`config.mk`:
```
export PLATFORM = sky130hd
export DESIGN_NAME = ccr_top
export DESIGN_NICKNAME = d
export VERILOG_FILES = /design/src/pkg/ccr_pkg.sv /design/src/pkg/ccr_evt_if.sv /design/src/ccr_edge.sv /design/src/ccr_flags.sv /design/src/ccr_top.sv
export SDC_FILE = /design/constraint.sdc
export NUM_CORES = 1
export LEC_CHECK = 0
export ABC_AREA = 1
export BUFFER_PORTS_ARGS = -buffer_cell sky130_fd_sc_hd__buf_2
export CAP_MARGIN = 20
export CORE_MARGIN = 5
export CORE_UTILIZATION = 40
export CTS_CLUSTER_DIAMETER = 50
export DETAILED_ROUTE_END_ITERATION = 8
export MAX_ROUTING_LAYER = met4
export PLACE_DENSITY_LB_ADDON = 0.25
export RECOVER_POWER = 25
export SETUP_SLACK_MARGIN = 0.3
export SYNTH_ARGS = -nofsm -noshare
export SYNTH_HDL_FRONTEND = slang
export SYNTH_SLANG_ARGS = --single-unit
```
`constraint.sdc`:
```
create_clock -name CLK -period 1.2 [get_ports CLK]
set_clock_uncertainty 0.1 [all_clocks]
set_input_delay 0.18 -clock CLK [delete_from_list [all_inputs] [get_ports CLK]]
set_output_delay 0.18 -clock CLK [all_outputs]
set_load 0.005 [all_outputs]
```
`src/pkg/ccr_pkg.sv`:
```
// Package of offsets, field positions and reset values for comparator control
package ccr_pkg;
    localparam int unsigned ADDR_W = 8;
    localparam int unsigned DATA_W = 8;
    // Register offsets
    localparam logic [7:0] OFS_CTRL1 = 8'h9a;
    localparam logic [7:0] OFS_MODE1 = 8'h9c;
    localparam logic [7:0] OFS_MODE0 = 8'h9d;
    localparam logic [7:0] OFS_MUX0  = 8'h9f;
    localparam logic [7:0] OFS_CTRL0 = 8'h9b;
    localparam logic [7:0] OFS_MUX1  = 8'h9e;
    // Control register fields
    localparam int unsigned B_ON     = 7;
    localparam int unsigned B_RESULT = 6;
    localparam int unsigned B_RISE   = 5;
    localparam int unsigned B_FALL   = 4;
    localparam int unsigned B_HYP    = 2;
    localparam int unsigned B_HYN    = 0;
    // Mode register fields
    localparam int unsigned B_RIE    = 5;
    localparam int unsigned B_FIE    = 4;
    localparam int unsigned B_SPEED  = 0;
    // Input select fields
    localparam int unsigned B_MINUS  = 4;
    localparam int unsigned B_PLUS   = 0;
    // Reset values and the read value of unmapped offsets
    localparam logic [7:0] RST_CTRL  = 8'h00;
    localparam logic [1:0] RST_SPEED = 2'h2;
    localparam logic [7:0] RST_MUX   = 8'h00;
    localparam logic [7:0] RD_UNMAPPED = 8'h00;
endpackage

```
`src/pkg/ccr_evt_if.sv`:
```
// Interface carrying one comparator's edge events into the register bank
interface ccr_evt_if;
    logic level;
    logic rise;
    logic fall;
    modport src (output level, output rise, output fall);
    modport dst (input level, input rise, input fall);
endinterface

```
`src/ccr_edge.sv`:
```
// Synchroniser and edge detector for one comparator output
module ccr_edge (
    input  wire logic CLK,
    input  wire logic RESET,
    input  wire logic raw,
    ccr_evt_if.src    evt
);
    logic s1;
    logic s2;
    logic s3;

    // Two stages before anyone looks at the level; s1 is read only by s2
    always_ff @(posedge CLK) begin
        if (RESET) begin
            s1 <= 1'b0;
            s2 <= 1'b0;
            s3 <= 1'b0;
        end else begin
            s1 <= raw;
            s2 <= s1;
            s3 <= s2;
        end
    end

    assign evt.level = s2;
    assign evt.rise  = s2 & ~s3;
    assign evt.fall  = ~s2 & s3;
endmodule

```
`src/ccr_flags.sv`:
```
// Sticky rise and fall flags for one comparator
module ccr_flags (
    input  wire logic CLK,
    input  wire logic RESET,
    ccr_evt_if.dst    evt,
    input  wire logic wr_ctrl,
    input  wire logic wr_rise,
    input  wire logic wr_fall,
    output logic      rise_flag,
    output logic      fall_flag
);
    // Edge set wins over a software clear in the same cycle
    always_ff @(posedge CLK) begin
        if (RESET) begin
            rise_flag <= 1'b0;
            fall_flag <= 1'b0;
        end else begin
            if (evt.rise) begin
                rise_flag <= 1'b1;
            end else if (wr_ctrl) begin
                rise_flag <= wr_rise;
            end
            if (evt.fall) begin
                fall_flag <= 1'b1;
            end else if (wr_ctrl) begin
                fall_flag <= wr_fall;
            end
        end
    end
endmodule

```
`src/ccr_top.sv`:
```
// Control and status register bank for two comparators
// Summary of operation
// - Mode bit 5 enables the rising-edge interrupt request
// - Mode bit 4 enables the falling-edge interrupt request
// - Mode bits 1:0 pick response time, 00 fastest, 11 slowest
// - Mode register resets to speed 10, all other bits zero
// - Unused bits 7:6 and 3:2 read zero, writes ignored
// - Comparator 0 minus select in bits 5:4, four pins
// - Comparator 0 plus select in bits 1:0, four pins
// - Comparator 1 input select has same layout
// - Comparator 1 mode register matches comparator 0 layout and reset
// - Edges set sticky flags until software writes zero
// - Result bit shows live state; enable bit powers comparator
//
// Added by the designer: the strobed register port.
module ccr_top
    import ccr_pkg::*;
(
    input  wire logic                       CLK,
    input  wire logic                       RESET,
    input  wire logic [ccr_pkg::ADDR_W-1:0] ADDR,
    input  wire logic [ccr_pkg::DATA_W-1:0] WDATA,
    input  wire logic                       WR,
    input  wire logic                       RD,
    output logic [ccr_pkg::DATA_W-1:0]      RDATA,
    input  wire logic                       CMP0_RAW,
    input  wire logic                       CMP1_RAW,
    output logic                            CMP0_ON,
    output logic                            CMP1_ON,
    output logic [1:0]                      CMP0_SPEED_SEL,
    output logic [1:0]                      CMP1_SPEED_SEL,
    output logic [1:0]                      CMP0_POS_HYST,
    output logic [1:0]                      CMP0_NEG_HYST,
    output logic [1:0]                      CMP1_POS_HYST,
    output logic [1:0]                      CMP1_NEG_HYST,
    output logic [1:0]                      CMP0_MINUS_SEL,
    output logic [1:0]                      CMP0_PLUS_SEL,
    output logic [1:0]                      CMP1_MINUS_SEL,
    output logic [1:0]                      CMP1_PLUS_SEL,
    output logic                            CMP0_IRQ,
    output logic                            CMP1_IRQ,
    output logic                            IRQ
);
    ccr_evt_if e0 ();
    ccr_evt_if e1 ();

    logic       cmp0_rise_flag;
    logic       cmp0_fall_flag;
    logic       cmp1_rise_flag;
    logic       cmp1_fall_flag;
    logic       cmp0_rise_irq_on;
    logic       cmp0_fall_irq_on;
    logic       cmp1_rise_irq_on;
    logic       cmp1_fall_irq_on;
    logic       wr_ctrl0;
    logic       wr_ctrl1;
    logic [7:0] next_rdata;
    logic       next_irq0;
    logic       next_irq1;

    // Raw analog results cross into the clock domain here
    ccr_edge u_edge0 (.CLK(CLK), .RESET(RESET), .raw(CMP0_RAW), .evt(e0));
    ccr_edge u_edge1 (.CLK(CLK), .RESET(RESET), .raw(CMP1_RAW), .evt(e1));

    assign wr_ctrl0 = WR && (ADDR == OFS_CTRL0);
    assign wr_ctrl1 = WR && (ADDR == OFS_CTRL1);

    // Sticky edge flags
    ccr_flags u_flags0 (
        .CLK       (CLK),
        .RESET     (RESET),
        .evt       (e0),
        .wr_ctrl   (wr_ctrl0),
        .wr_rise   (WDATA[B_RISE]),
        .wr_fall   (WDATA[B_FALL]),
        .rise_flag (cmp0_rise_flag),
        .fall_flag (cmp0_fall_flag)
    );
    ccr_flags u_flags1 (
        .CLK       (CLK),
        .RESET     (RESET),
        .evt       (e1),
        .wr_ctrl   (wr_ctrl1),
        .wr_rise   (WDATA[B_RISE]),
        .wr_fall   (WDATA[B_FALL]),
        .rise_flag (cmp1_rise_flag),
        .fall_flag (cmp1_fall_flag)
    );

    // Control registers: enable and hysteresis
    always_ff @(posedge CLK) begin
        if (RESET) begin
            CMP0_ON       <= RST_CTRL[B_ON];
            CMP0_POS_HYST <= RST_CTRL[B_HYP +: 2];
            CMP0_NEG_HYST <= RST_CTRL[B_HYN +: 2];
            CMP1_ON       <= RST_CTRL[B_ON];
            CMP1_POS_HYST <= RST_CTRL[B_HYP +: 2];
            CMP1_NEG_HYST <= RST_CTRL[B_HYN +: 2];
        end else begin
            if (wr_ctrl0) begin
                CMP0_ON       <= WDATA[B_ON];
                CMP0_POS_HYST <= WDATA[B_HYP +: 2];
                CMP0_NEG_HYST <= WDATA[B_HYN +: 2];
            end
            if (wr_ctrl1) begin
                CMP1_ON       <= WDATA[B_ON];
                CMP1_POS_HYST <= WDATA[B_HYP +: 2];
                CMP1_NEG_HYST <= WDATA[B_HYN +: 2];
            end
        end
    end

    // Mode registers; only the defined fields are stored
    always_ff @(posedge CLK) begin
        if (RESET) begin
            cmp0_rise_irq_on <= 1'b0;
            cmp0_fall_irq_on <= 1'b0;
            CMP0_SPEED_SEL   <= RST_SPEED;
            cmp1_rise_irq_on <= 1'b0;
            cmp1_fall_irq_on <= 1'b0;
            CMP1_SPEED_SEL   <= RST_SPEED;
        end else begin
            if (WR && ADDR == OFS_MODE0) begin
                cmp0_rise_irq_on <= WDATA[B_RIE];
                cmp0_fall_irq_on <= WDATA[B_FIE];
                CMP0_SPEED_SEL   <= WDATA[B_SPEED +: 2];
            end
            if (WR && ADDR == OFS_MODE1) begin
                cmp1_rise_irq_on <= WDATA[B_RIE];
                cmp1_fall_irq_on <= WDATA[B_FIE];
                CMP1_SPEED_SEL   <= WDATA[B_SPEED +: 2];
            end
        end
    end

    // Input multiplexer selects
    always_ff @(posedge CLK) begin
        if (RESET) begin
            CMP0_MINUS_SEL <= RST_MUX[B_MINUS +: 2];
            CMP0_PLUS_SEL  <= RST_MUX[B_PLUS +: 2];
            CMP1_MINUS_SEL <= RST_MUX[B_MINUS +: 2];
            CMP1_PLUS_SEL  <= RST_MUX[B_PLUS +: 2];
        end else begin
            if (WR && ADDR == OFS_MUX0) begin
                CMP0_MINUS_SEL <= WDATA[B_MINUS +: 2];
                CMP0_PLUS_SEL  <= WDATA[B_PLUS +: 2];
            end
            if (WR && ADDR == OFS_MUX1) begin
                CMP1_MINUS_SEL <= WDATA[B_MINUS +: 2];
                CMP1_PLUS_SEL  <= WDATA[B_PLUS +: 2];
            end
        end
    end

    // Read mux; unused bits come back zero
    always_comb begin
        next_rdata = RD_UNMAPPED;
        case (ADDR)
            OFS_CTRL0: next_rdata = {CMP0_ON, e0.level, cmp0_rise_flag, cmp0_fall_flag,
                                     CMP0_POS_HYST, CMP0_NEG_HYST};
            OFS_CTRL1: next_rdata = {CMP1_ON, e1.level, cmp1_rise_flag, cmp1_fall_flag,
                                     CMP1_POS_HYST, CMP1_NEG_HYST};
            OFS_MODE0: next_rdata = {2'h0, cmp0_rise_irq_on, cmp0_fall_irq_on,
                                     2'h0, CMP0_SPEED_SEL};
            OFS_MODE1: next_rdata = {2'h0, cmp1_rise_irq_on, cmp1_fall_irq_on,
                                     2'h0, CMP1_SPEED_SEL};
            OFS_MUX0:  next_rdata = {2'h0, CMP0_MINUS_SEL, 2'h0, CMP0_PLUS_SEL};
            OFS_MUX1:  next_rdata = {2'h0, CMP1_MINUS_SEL, 2'h0, CMP1_PLUS_SEL};
            default:   next_rdata = RD_UNMAPPED;
        endcase
    end

    // Read data valid only the cycle after the strobe, zero otherwise
    always_ff @(posedge CLK) begin
        if (RESET) begin
            RDATA <= 8'h00;
        end else begin
            RDATA <= RD ? next_rdata : 8'h00;
        end
    end

    // Flag and enable pairs form each comparator's request
    assign next_irq0 = (cmp0_rise_flag & cmp0_rise_irq_on) | (cmp0_fall_flag & cmp0_fall_irq_on);
    assign next_irq1 = (cmp1_rise_flag & cmp1_rise_irq_on) | (cmp1_fall_flag & cmp1_fall_irq_on);

    // Registered so every output leaves a flip-flop; costs one cycle of latency
    always_ff @(posedge CLK) begin
        if (RESET) begin
            CMP0_IRQ <= 1'b0;
            CMP1_IRQ <= 1'b0;
            IRQ      <= 1'b0;
        end else begin
            CMP0_IRQ <= next_irq0;
            CMP1_IRQ <= next_irq1;
            IRQ      <= next_irq0 | next_irq1;
        end
    end

    // Assertions
    property p_rise_irq;
        @(posedge CLK) disable iff (RESET)
        (cmp0_rise_flag && cmp0_rise_irq_on) |=> CMP0_IRQ;
    endproperty
    a_rise_irq: assert property (p_rise_irq) else $error("rise irq missing");

    property p_fall_irq;
        @(posedge CLK) disable iff (RESET)
        (cmp1_fall_flag && cmp1_fall_irq_on) |=> CMP1_IRQ;
    endproperty
    a_fall_irq: assert property (p_fall_irq) else $error("fall irq missing");

    property p_speed;
        @(posedge CLK) disable iff (RESET)
        (WR && ADDR == OFS_MODE0) |=> (CMP0_SPEED_SEL == $past(WDATA[1:0]));
    endproperty
    a_speed: assert property (p_speed) else $error("speed not stored");

    property p_reset_mode;
        @(posedge CLK) $fell(RESET) |-> (CMP0_SPEED_SEL == 2'h2 && CMP1_SPEED_SEL == 2'h2
                                         && !cmp0_rise_irq_on && !cmp1_fall_irq_on);
    endproperty
    a_reset_mode: assert property (p_reset_mode) else $error("bad mode reset");

    property p_unused_zero;
        @(posedge CLK) disable iff (RESET)
        (RD && (ADDR == OFS_MODE0 || ADDR == OFS_MUX0 || ADDR == OFS_MUX1))
            |=> (RDATA[7:6] == 2'h0 && RDATA[3:2] == 2'h0);
    endproperty
    a_unused_zero: assert property (p_unused_zero) else $error("unused bits set");

    property p_mux_minus;
        @(posedge CLK) disable iff (RESET)
        (WR && ADDR == OFS_MUX0) |=> (CMP0_MINUS_SEL == $past(WDATA[5:4]));
    endproperty
    a_mux_minus: assert property (p_mux_minus) else $error("minus select wrong");

    property p_set_wins;
        @(posedge CLK) disable iff (RESET)
        (e0.rise && wr_ctrl0) |=> cmp0_rise_flag;
    endproperty
    a_set_wins: assert property (p_set_wins) else $error("edge lost on clear");

    property p_sticky;
        @(posedge CLK) disable iff (RESET)
        (cmp1_fall_flag && !wr_ctrl1) |=> cmp1_fall_flag;
    endproperty
    a_sticky: assert property (p_sticky) else $error("flag dropped");

    property p_irq_quiet;
        @(posedge CLK) disable iff (RESET)
        (!next_irq0 && !next_irq1) |=> !IRQ;
    endproperty
    a_irq_quiet: assert property (p_irq_quiet) else $error("spurious irq");

    property p_unused1;
        @(posedge CLK) disable iff (RESET)
        (RD && ADDR == OFS_MODE1) |=> (RDATA[7:6] == 2'h0 && RDATA[3:2] == 2'h0);
    endproperty
    a_unused1: assert property (p_unused1) else $error("unused bits set");

    property p_mux_plus;
        @(posedge CLK) disable iff (RESET)
        (WR && ADDR == OFS_MUX0) |=> (CMP0_PLUS_SEL == $past(WDATA[1:0]));
    endproperty
    a_mux_plus: assert property (p_mux_plus) else $error("plus select wrong");

    property p_mux1;
        @(posedge CLK) disable iff (RESET)
        (WR && ADDR == OFS_MUX1)
            |=> (CMP1_MINUS_SEL == $past(WDATA[5:4]) && CMP1_PLUS_SEL == $past(WDATA[1:0]));
    endproperty
    a_mux1: assert property (p_mux1) else $error("select 1 wrong");

    property p_mode1;
        @(posedge CLK) disable iff (RESET)
        (WR && ADDR == OFS_MODE1)
            |=> (CMP1_SPEED_SEL == $past(WDATA[1:0]) && cmp1_rise_irq_on == $past(WDATA[5]));
    endproperty
    a_mode1: assert property (p_mode1) else $error("mode 1 not stored");

    property p_ctrl_store;
        @(posedge CLK) disable iff (RESET)
        wr_ctrl1 |=> (CMP1_POS_HYST == $past(WDATA[3:2]) && CMP1_NEG_HYST == $past(WDATA[1:0]));
    endproperty
    a_ctrl_store: assert property (p_ctrl_store) else $error("hysteresis not stored");

    property p_enable;
        @(posedge CLK) disable iff (RESET)
        wr_ctrl0 |=> (CMP0_ON == $past(WDATA[7]));
    endproperty
    a_enable: assert property (p_enable) else $error("enable not stored");

    property p_result_live;
        @(posedge CLK) disable iff (RESET)
        (RD && ADDR == OFS_CTRL0) |=> (RDATA[6] == $past(e0.level));
    endproperty
    a_result_live: assert property (p_result_live) else $error("result bit stale");

    property p_rise_sets;
        @(posedge CLK) disable iff (RESET)
        e0.rise |=> cmp0_rise_flag;
    endproperty
    a_rise_sets: assert property (p_rise_sets) else $error("rise flag not set");

    property p_fall_sets;
        @(posedge CLK) disable iff (RESET)
        e1.fall |=> cmp1_fall_flag;
    endproperty
    a_fall_sets: assert property (p_fall_sets) else $error("fall flag not set");

    c_rise: cover property (@(posedge CLK) disable iff (RESET) e0.rise ##[1:4] CMP0_IRQ);
    c_fall: cover property (@(posedge CLK) disable iff (RESET) e1.fall);
    c_clash: cover property (@(posedge CLK) disable iff (RESET) e0.rise && wr_ctrl0);
endmodule

```
==> results.md, run 1 <==
Setup path:
- The worst setup path is launched from an input port.
- STA puts the critical path data arrival time at 1190 ps.
- The slowest stage of the critical path is the nor2_4 cell.
- The largest stage delay on the critical path is 210 ps.
- The biggest fanout along the worst timing path is 5.
- The signal on the critical path passes through buf_8 > inv_12 > nand2_8 > nor2_4 > clkbuf_1 > and2_4 > nand2_4 > nand2_2 > nand3_2.
- The largest delay contributor family on the critical path is simple AND/OR/NAND/NOR gates.
- The required arrival time at the worst endpoint is 1290 ps.
- The worst setup path is captured at a flop.
- Counting both buffers and inverters, the worst setup path holds a total of 3.
- The worst setup path is of the input port to flop kind.

Synthesis:
- In this run, synthesis inferred 0 flip-flops with an integrated enable.
- For this run, asynchronously set or reset flops after synthesis account for 0.
- The compound-gate portion of the synthesized area was 0.150.
- The top flip-flop cell by instance count after synthesis is dfxtp_1.
- The post-synthesis simple-gate area fraction is 0.272.
- The number of warnings printed during yosys synthesis is 0.
- By area, the combinational part of the netlist is dominated by simple AND/OR/NAND/NOR gates.
- The sequential area share after synthesis is 0.481.
- The number of different library cells used by synthesis comes to 18.
- The post-synthesis net count is 282.
- The average instance in the mapped netlist occupies 7.53 sq um.
- The share of the synthesized netlist area taken by xor and xnor gates is 0.
- The cell area that synthesis handed to floorplanning was 0.00196 sq mm.
- The flip-flop and latch count after synthesis is 47.
- Of the total synthesized cell area, the portion taken by full adders, half adders and majority gates is 0.
- Synthesis produced a netlist whose cell count is 260.
- After synthesis, the share of cell area in mux cells is 0.

CTS:
- The H-tree was split into 2 levels.
- In this run, CTS created clock tree buffers numbering 5.
- The clock slew at the register clock pins of the worst setup and hold paths is 90 ps.
- The tree built by TritonCTS fans out to 47 sinks.
- TritonCTS built the clock tree.
- The cell at the root of the clock tree is clkbuf_8.
- No sink is reached through more buffers than the 2 on the longest clock path.
- The clock latency on the worst-skew pair is 310 ps.

STA:
- Setup violations remaining at the end of the flow were counted as 0.
- The final critical-path required period is 1100 ps.
- Derived from the worst setup path, the maximum achievable clock frequency is 907 MHz.
- The count of pins over their slew limit was 0.
- For the pin with the worst max-slew slack, the measured transition is 390 ps.
- The smallest setup slack after layout is 97.7 ps.
- The number of failing hold endpoints at the final stage is 0.
- The final cycle utilization of the critical path is 0.919.
- Setup repair after global routing could not meet its margin everywhere.
- The worst slew margin relative to its limit is 0.740.

Status:
- The flow ran to the end, and the final reports show no timing, DRC or antenna violations.

GRT:
- The via count of the first global-routing pass came to 2,097.
- The first global-routing pass estimated 9800 um of wire.
- In the global route stage, overall resource usage came out at 0.203.
- The number of antenna violations at the first check in global routing was 0.
- The pin count of the biggest net entering global routing is 17.
- After global routing the overflow that remains totals 0.

Floorplan:
- The initial cell density of the core is 0.414.
- The number of top-level design ports is 55.
- From left edge to right edge, the die measures 79.9 um.
- The floorplan core area is 0.00472 sq mm.
- The floorplan has 25 rows.
- The die covers 0.00639 sq mm.
- The die extent in y is 79.9 um.

Power:
- The leakage power is 1.46 nW.
- The power density over cell area is 902 mW/mm^2.
- The worst supply voltage drop on vdd is 0.000502 V.
- The share of total power dissipated in the clock network is 0.372.
- The design internal power is 2.33 mW.
- The sequential fraction of design power is 0.509.
- The proportion of total power due to net switching is 0.248.
- For this design the total switching power over the nets is 0.768 mW.
- The proportion of power drawn by combinational gates is 0.119.

Placed design:
- The half-perimeter wire length after placement is 3730 um.
- In this run the cell area measured after placement is 0.00254 sq mm.
- The count of input and output buffers is 53.
- At the end of routability-driven placement, the weighted congestion stood at 0.825.
- The number of placed instances, taps included, is 387.
- Timing analysis after detailed placement gives a worst setup slack of -222 ps.

Finish:
- The final instance area is 0.00344 sq mm.
- The fill cell total of the finished layout is 339.
- The footprint of the multi-input gates is 0.00131 sq mm.
- Measured on the finished design, the core utilization comes to 0.727.
- At the end of the flow, the number of nets in the layout was 380.
- The layout overhead on the synthesized area is 75.6%.
- After the flow finishes, the layout carries non-filler instances totaling 425.
- The number of antenna diodes in the final layout is 0.
- The sequential cell area is 972 sq um.
- The ratio of cells with drive above 1 in the final layout is 0.628.

Drt:
- The detailed router finished its first iteration with 113 violations.
- The via count normalized by instance count is 5.11.
- The first detailed-routing pass ran for 4 iterations.
- In the routed design, unresolved DRC markers number 0.
- The count of nets left with antenna violations once routing finished came out at 0.
- The routed layout has 2,171 vias.
- After detailed routing, the average wire length per cell comes to 15.1 um.
- The total detailed-routing wirelength is 6430 um.

Run:
- The number of max-capacitance violations reported is 0.

Worst hold path:
- The worst min-delay path category is input port to flop.
[what timing repair did]
item                                    CTS  global route
pin swaps                                36            28
setup buffers                            23             1
endpoints found under the hold margin     2             0
gates cloned                              5             0
endpoints found under the setup margin   73            73
hold buffers                              2             0
resized for setup                       102            47
[through the flow]
stage	power, mW	hold WS (ps)	setup TNS (ps)
final	3.10	64.4	0
after global routing	3.21	63.0	0
after CTS	3.07	49.0	0
after detailed placement	1.86	292	-5520
after global placement	1.86	284	-4910
after floorplan	1.75	187	0
[path summary, 6_finish.rpt]
| path | start | slack, ps | depth (start not counted) | to |
|---|---|---|---|---|
| max | ADDR[5] | 100 | 9 | CMP1_SPEED_SEL[1] |
| max reg2reg | u_edge1.evt.level | 170 | 5 | u_flags1.rise_flag |
| min reg2reg | u_edge1.s1 | 300 | 2 | u_edge1.evt.level |
| min | WDATA[3] | 60 | 3 | CMP1_POS_HYST[1] |
[metal layers]
metal	part of all wire	track usage
met1	0.42	0.236
met2	0.50	0.341
met3	0.055	0.0451
met4	0.031	0.0743
met5	0	-
[worst reg2reg max path, stage by stage, from the launching register on]
cell and delay (ps):
dfxtp_1 330, inv_2 50, or2_4 230, nand2_2 80, nand2_2 60, a21oi_2 130
[power by group through the flow]
stage | combinational [mW] | clock (mW) | sequential, mW
finish | 0.368 | 1.15 | 1.58
global route | 0.394 | 1.24 | 1.58
CTS | 0.335 | 1.16 | 1.58
detailed placement | 0.244 | 0 | 1.62
global placement | 0.242 | 0 | 1.62
floorplan | 0.138 | 0 | 1.62
[kinds of logic (layout without fill, tap and decap cells)]
kind of cell    after synthesis  in the layout
buf+inv                      48            144
compound gates               56             56
flops                        47             47
simple gates                109            111
[final cells by class]
type | count | share of cell area
clock buffers | 5 | 0.0200
clock inverters | 2 | 0.0109
inverters | 38 | 0.0564
multi-input cells | 167 | 0.380
flip-flops and latches | 47 | 0.283
well taps | 67 | 0.0244
repair buffers | 99 | 0.225
[flip-flops by register name, indices dropped and copies added (netlist names), 2 cells and up]
signal	count
RDATA	8
CMP1_MINUS_SEL	2
CMP1_SPEED_SEL	2
CMP0_SPEED_SEL	2
CMP1_POS_HYST	2
CMP0_POS_HYST	2
CMP0_MINUS_SEL	2
CMP1_PLUS_SEL	2
CMP0_NEG_HYST	2
CMP0_PLUS_SEL	2
CMP1_NEG_HYST	2
[cell usage in the layout (no fill, tap or decap), types with 3 or more instances in the layout]
cell type	netlist	final
o21ai_1	0	5
nor2_2	0	4
clkbuf_8	0	5
a21oi_1	29	24
nand3_1	38	11
dfxtp_2	0	25
o22ai_2	0	3
buf_2	6	41
dfxtp_1	47	22
buf_6	0	20
a21oi_2	0	5
nand2_8	0	3
nand2_2	0	11
nor2_1	20	13
nand3_4	0	8
nor2_4	3	7
o21ai_2	0	15
nand3_2	5	25
nand2_4	0	6
inv_1	38	31
nand2_1	35	15
buf_4	1	29
[cell usage after synthesis (2+ instances only)]
cell type	count	area share
a21oi_1	29	0.074
a22o_1	2	0.0090
and2_1	4	0.013
buf_2	6	0.015
clkbuf_1	3	0.0058
dfxtp_1	47	0.48
inv_1	38	0.073
nand2_1	35	0.067
nand3_1	38	0.097
nand3_2	5	0.026
nor2_1	20	0.038
nor2_4	3	0.017
o21ai_0	21	0.054
o22ai_1	4	0.013
or2_2	2	0.0064
Note: power is estimated with default switching activity, not from simulation.
==> run 2, diff against run 1 <==
ABC_AREA = unset   (was 1)
SETUP_SLACK_MARGIN = 0.1   (was 0.3)
==> run 2 against run 1 <==
  * Area after synthesis is 6.5% higher
  * Sequential share of layout area is 6.6 points higher
  * Combinational power is 31% lower
  * Global-route usage down 4.5 points
  * Via count down 23%
==> results.md, run 2 <==
Synthesis:
- The mean instance size in the synthesized netlist came to 10.6 sq um (+41%).
- The sequential area share after synthesis was 0.451 (-0.0294).
- The share of the synthesized area in the top cell type was 0.451 (-0.0294).
- In the post-synthesis netlist, the cell with the most instances is dfxtp_1.
- The post-synthesis net count is 219 (-22%).
- The number of synthesized flops with an enable pin was 0 (unchanged).
- The flip-flop and latch count after synthesis is 47 (unchanged).
- By area the synthesized netlist is led by dfxtp_1 (45%), mux2i_1 (14%), nand2b_1 (9.3%), mux2_2 (5.9%), nor2b_1 (3.6%).
- The cell accounting for the most synthesized area is dfxtp_1.
- Sorting the synthesized cells by how often they occur yields dfxtp_1 (47), nand2b_1 (31), mux2i_1 (30).
- For this run, the leading register cell type out of synthesis is dfxtp_1.
- The fraction of registers with async set/reset is 0 (unchanged).
- The gate count after technology mapping came to 197 (-24%).
- The number of distinct library cells after synthesis is 30 (+12).
- The post-synthesis instance area is 0.00208 sq mm (+6.5%).
- The number of warnings printed during yosys synthesis was 0 (unchanged).

Drt:
- The via count normalized by instance count is 4.87 (-4.6%).
- The first-pass iteration count of the detailed router is 4 (unchanged).
- The number of DRC markers in iteration 0 is 86 (-24%).
- The average wire per cell in the routed design is 14.4 um (-4.7%).
- The DRC violation count after routing is 0 (unchanged).
- The remaining antenna violation count is 0 (unchanged).
- The via count is 1,666 (-23%).
- The total detailed-routing wirelength is 4930 um (-23%).

Power:
- The power density over cell area was 1060 mW/mm^2 (+17%).
- The leakage power was 1.25 nW (-14%).
- The worst supply voltage drop on vdd was 0.000704 V (+40%).
- The sum of internal, switching and leakage power came to 2.89 mW (-6.7%).

CTS:
- The number of levels in the clock H-tree is 2 (unchanged).
- The sink count of the clock tree is 47 (unchanged).
- The largest buffer count on any clock path is 2 (unchanged).
- The number of buffers added by the clock tree synthesis step is 5 (unchanged).
- The cell sitting at the root of the clock tree is a clkbuf_8.
- TritonCTS built the clock tree.
- The clock latency on the worst-skew pair is 300 ps (about the same).
- The clock slew at the register clock pins of the worst setup and hold paths is 90 ps (about the same).

Floorplan:
- The die area was 0.00676 sq mm (+5.7%).
- The initial cell density of the core is 0.411 (-0.00356).
- The die extent in y came to 82.2 um (+2.8%).
- The floorplan core area was 0.00507 sq mm (+7.4%).
- The row count is 26 (+4.0%).
- The number of top-level design ports is 55 (unchanged).
- The die outline width is 82.2 um (+2.8%).

STA:
- The total of endpoints with negative setup slack in the final report is 0 (unchanged).
- The number of failing hold endpoints at the final stage is 0 (unchanged).
- The aggregate negative setup slack is 0 ps (unchanged).
- The worst slew margin relative to its limit is 0.811 (+0.0710).
- Setup repair after global routing could not meet its margin everywhere.
- The smallest setup slack after layout is 108 ps (+10.6 ps).
- The final cycle utilization of the critical path was 0.910 (-0.00883).
- The maximum operating frequency is 916 MHz (+0.97%).
- The worst-margin pin slew was 282 ps (-108 ps).
- The final critical-path required period is 1090 ps (-10.6 ps).
- The count of pins over their slew limit is 0 (unchanged).

Placed design:
- The half-perimeter wire length after placement is 3700 um (-0.61%).
- The setup slack at placement is -209 ps (+13.2 ps).
- The global placer's final weighted congestion is 0.817 (-0.96%).
- The count of input and output buffers is 53 (unchanged).

Finish:
- The number of flip-flops under the largest register name is 8 (unchanged).
- The fill cell total of the finished layout came to 491 (+45%).
- The number of inserted diodes came to 0 (unchanged).
- Leaving out fill and tap cells, the most frequent cells in the layout are buf_2 (51), dfxtp_1 (35), nand2b_1 (31).
- The post-layout utilization of the core was 0.540 (-0.188).
- The layout overhead on the synthesized area is 31.4%.
- The leading cell type in the layout, fill and taps excluded is buf_2.
- The layout net count is 293 (-23%).
- The top register by number of flip-flops is RDATA.
- The ratio of cells with drive above 1 in the final layout is 0.463 (-0.165).

Setup path:
- The data arrival time of the worst path is 1180 ps (about the same).
- The required arrival time at the worst endpoint came to 1290 ps (about the same).
- The slowest stage of the critical path belongs to the cell dfxtp_2.
- STA classifies the critical path endpoint as a flop.
- The biggest fanout along the worst timing path came to 3 (-2).
- The critical path goes through mux2_4 > a22oi_2 > a21oi_1.
- The largest stage delay on the critical path is 340 ps (+130 ps).
- The type of the worst setup path is flop to flop.
- The worst setup path is launched from a flop.

GRT:
- The pin count of the biggest net entering global routing is 27 (+10).
- The total track usage is 0.157 (-0.0452).
- The global-route wire length before repair is 7840 um (-20%).
- The via count of the first global-routing pass is 1,646 (-22%).
- The number of antenna violations at the first check in global routing came to 0 (unchanged).
- The total congestion overflow is 0 (unchanged).

Worst hold path:
- The tightest min-delay check is of the input port to flop type.

Run:
- The number of max-capacitance violations reported came to 0 (unchanged).

Status:
- The run finished with clean final reports.
[run 2: cell families after synthesis]
family                 Yosys count  synth area share
and+or+nand+nor                 79             0.241
muxes                           42             0.209
AOI/OAI and AO/OA               17            0.0684
DFF                             47             0.451
buffers and inverters           12            0.0300
[run 2: final cells by class]
cell class | count | area [sq um] | area share
inverter | 1 | 3.75 | 0.00137
timing repair buffer | 78 | 454 | 0.166
tap | 70 | 87.6 | 0.0320
clock inverter | 1 | 7.51 | 0.00274
clock buffer | 7 | 96.3 | 0.0352
sequential | 47 | 956 | 0.349
multi-input combinational | 138 | 1130 | 0.414
[run 2: critical path: cells and delay by family (launching register included)]
family,cells,cell delay [ps]
compound gates,2,280
flops,1,340
mux,1,260
[run 2: stage by stage]
stage          area, sq um  hold WS (ps)  cells
2_1_floorplan         2110           208    197
3_3_place_gp          2560           291    331
3_5_place_dp          2560           304    331
4_1_cts               2690          62.8    341
5_1_grt               2740          83.6    342
6_report              2740          63.8    342
[run 2: routing by layer]
metal / global-route usage / wire (um) / vias up
li1: - / - / 838
met1: 0.202 / 2380 / 770
met2: 0.249 / 2180 / 53
met3: 0.0336 / 318 / 5
met4: 0.0449 / 53 / 0
met5: - / 0 / -
[run 2: worst paths after layout]
| path | from | end | slack (ps) | cells after the start |
|---|---|---|---|---|
| worst max-delay path | CMP1_MINUS_SEL[1] | RDATA[5] | 110 | 3 |
| worst min-delay path | WDATA[3] | CMP1_POS_HYST[1] | 60 | 3 |
| worst max register to register | CMP1_MINUS_SEL[1] | RDATA[5] | 110 | 3 |
| worst min register to register | u_edge1.s1 | u_edge1.evt.level | 340 | 1 |
[run 2: what timing repair did]
action                                  in CTS  in global routing
hold buffers                                 2                  0
setup buffers                                0                  1
pin swaps                                    2                  9
endpoints found under the setup margin       5                 18
gates resized for setup                      3                 23
endpoints found under the hold margin        2                  0
[run 2: power breakdown]
group	internal, mW	switching [mW]	total [mW]
Combinational	0.132	0.122	0.254
Sequential	1.57	0.0100	1.58
Clock	0.525	0.531	1.06
Total	2.23	0.663	2.89
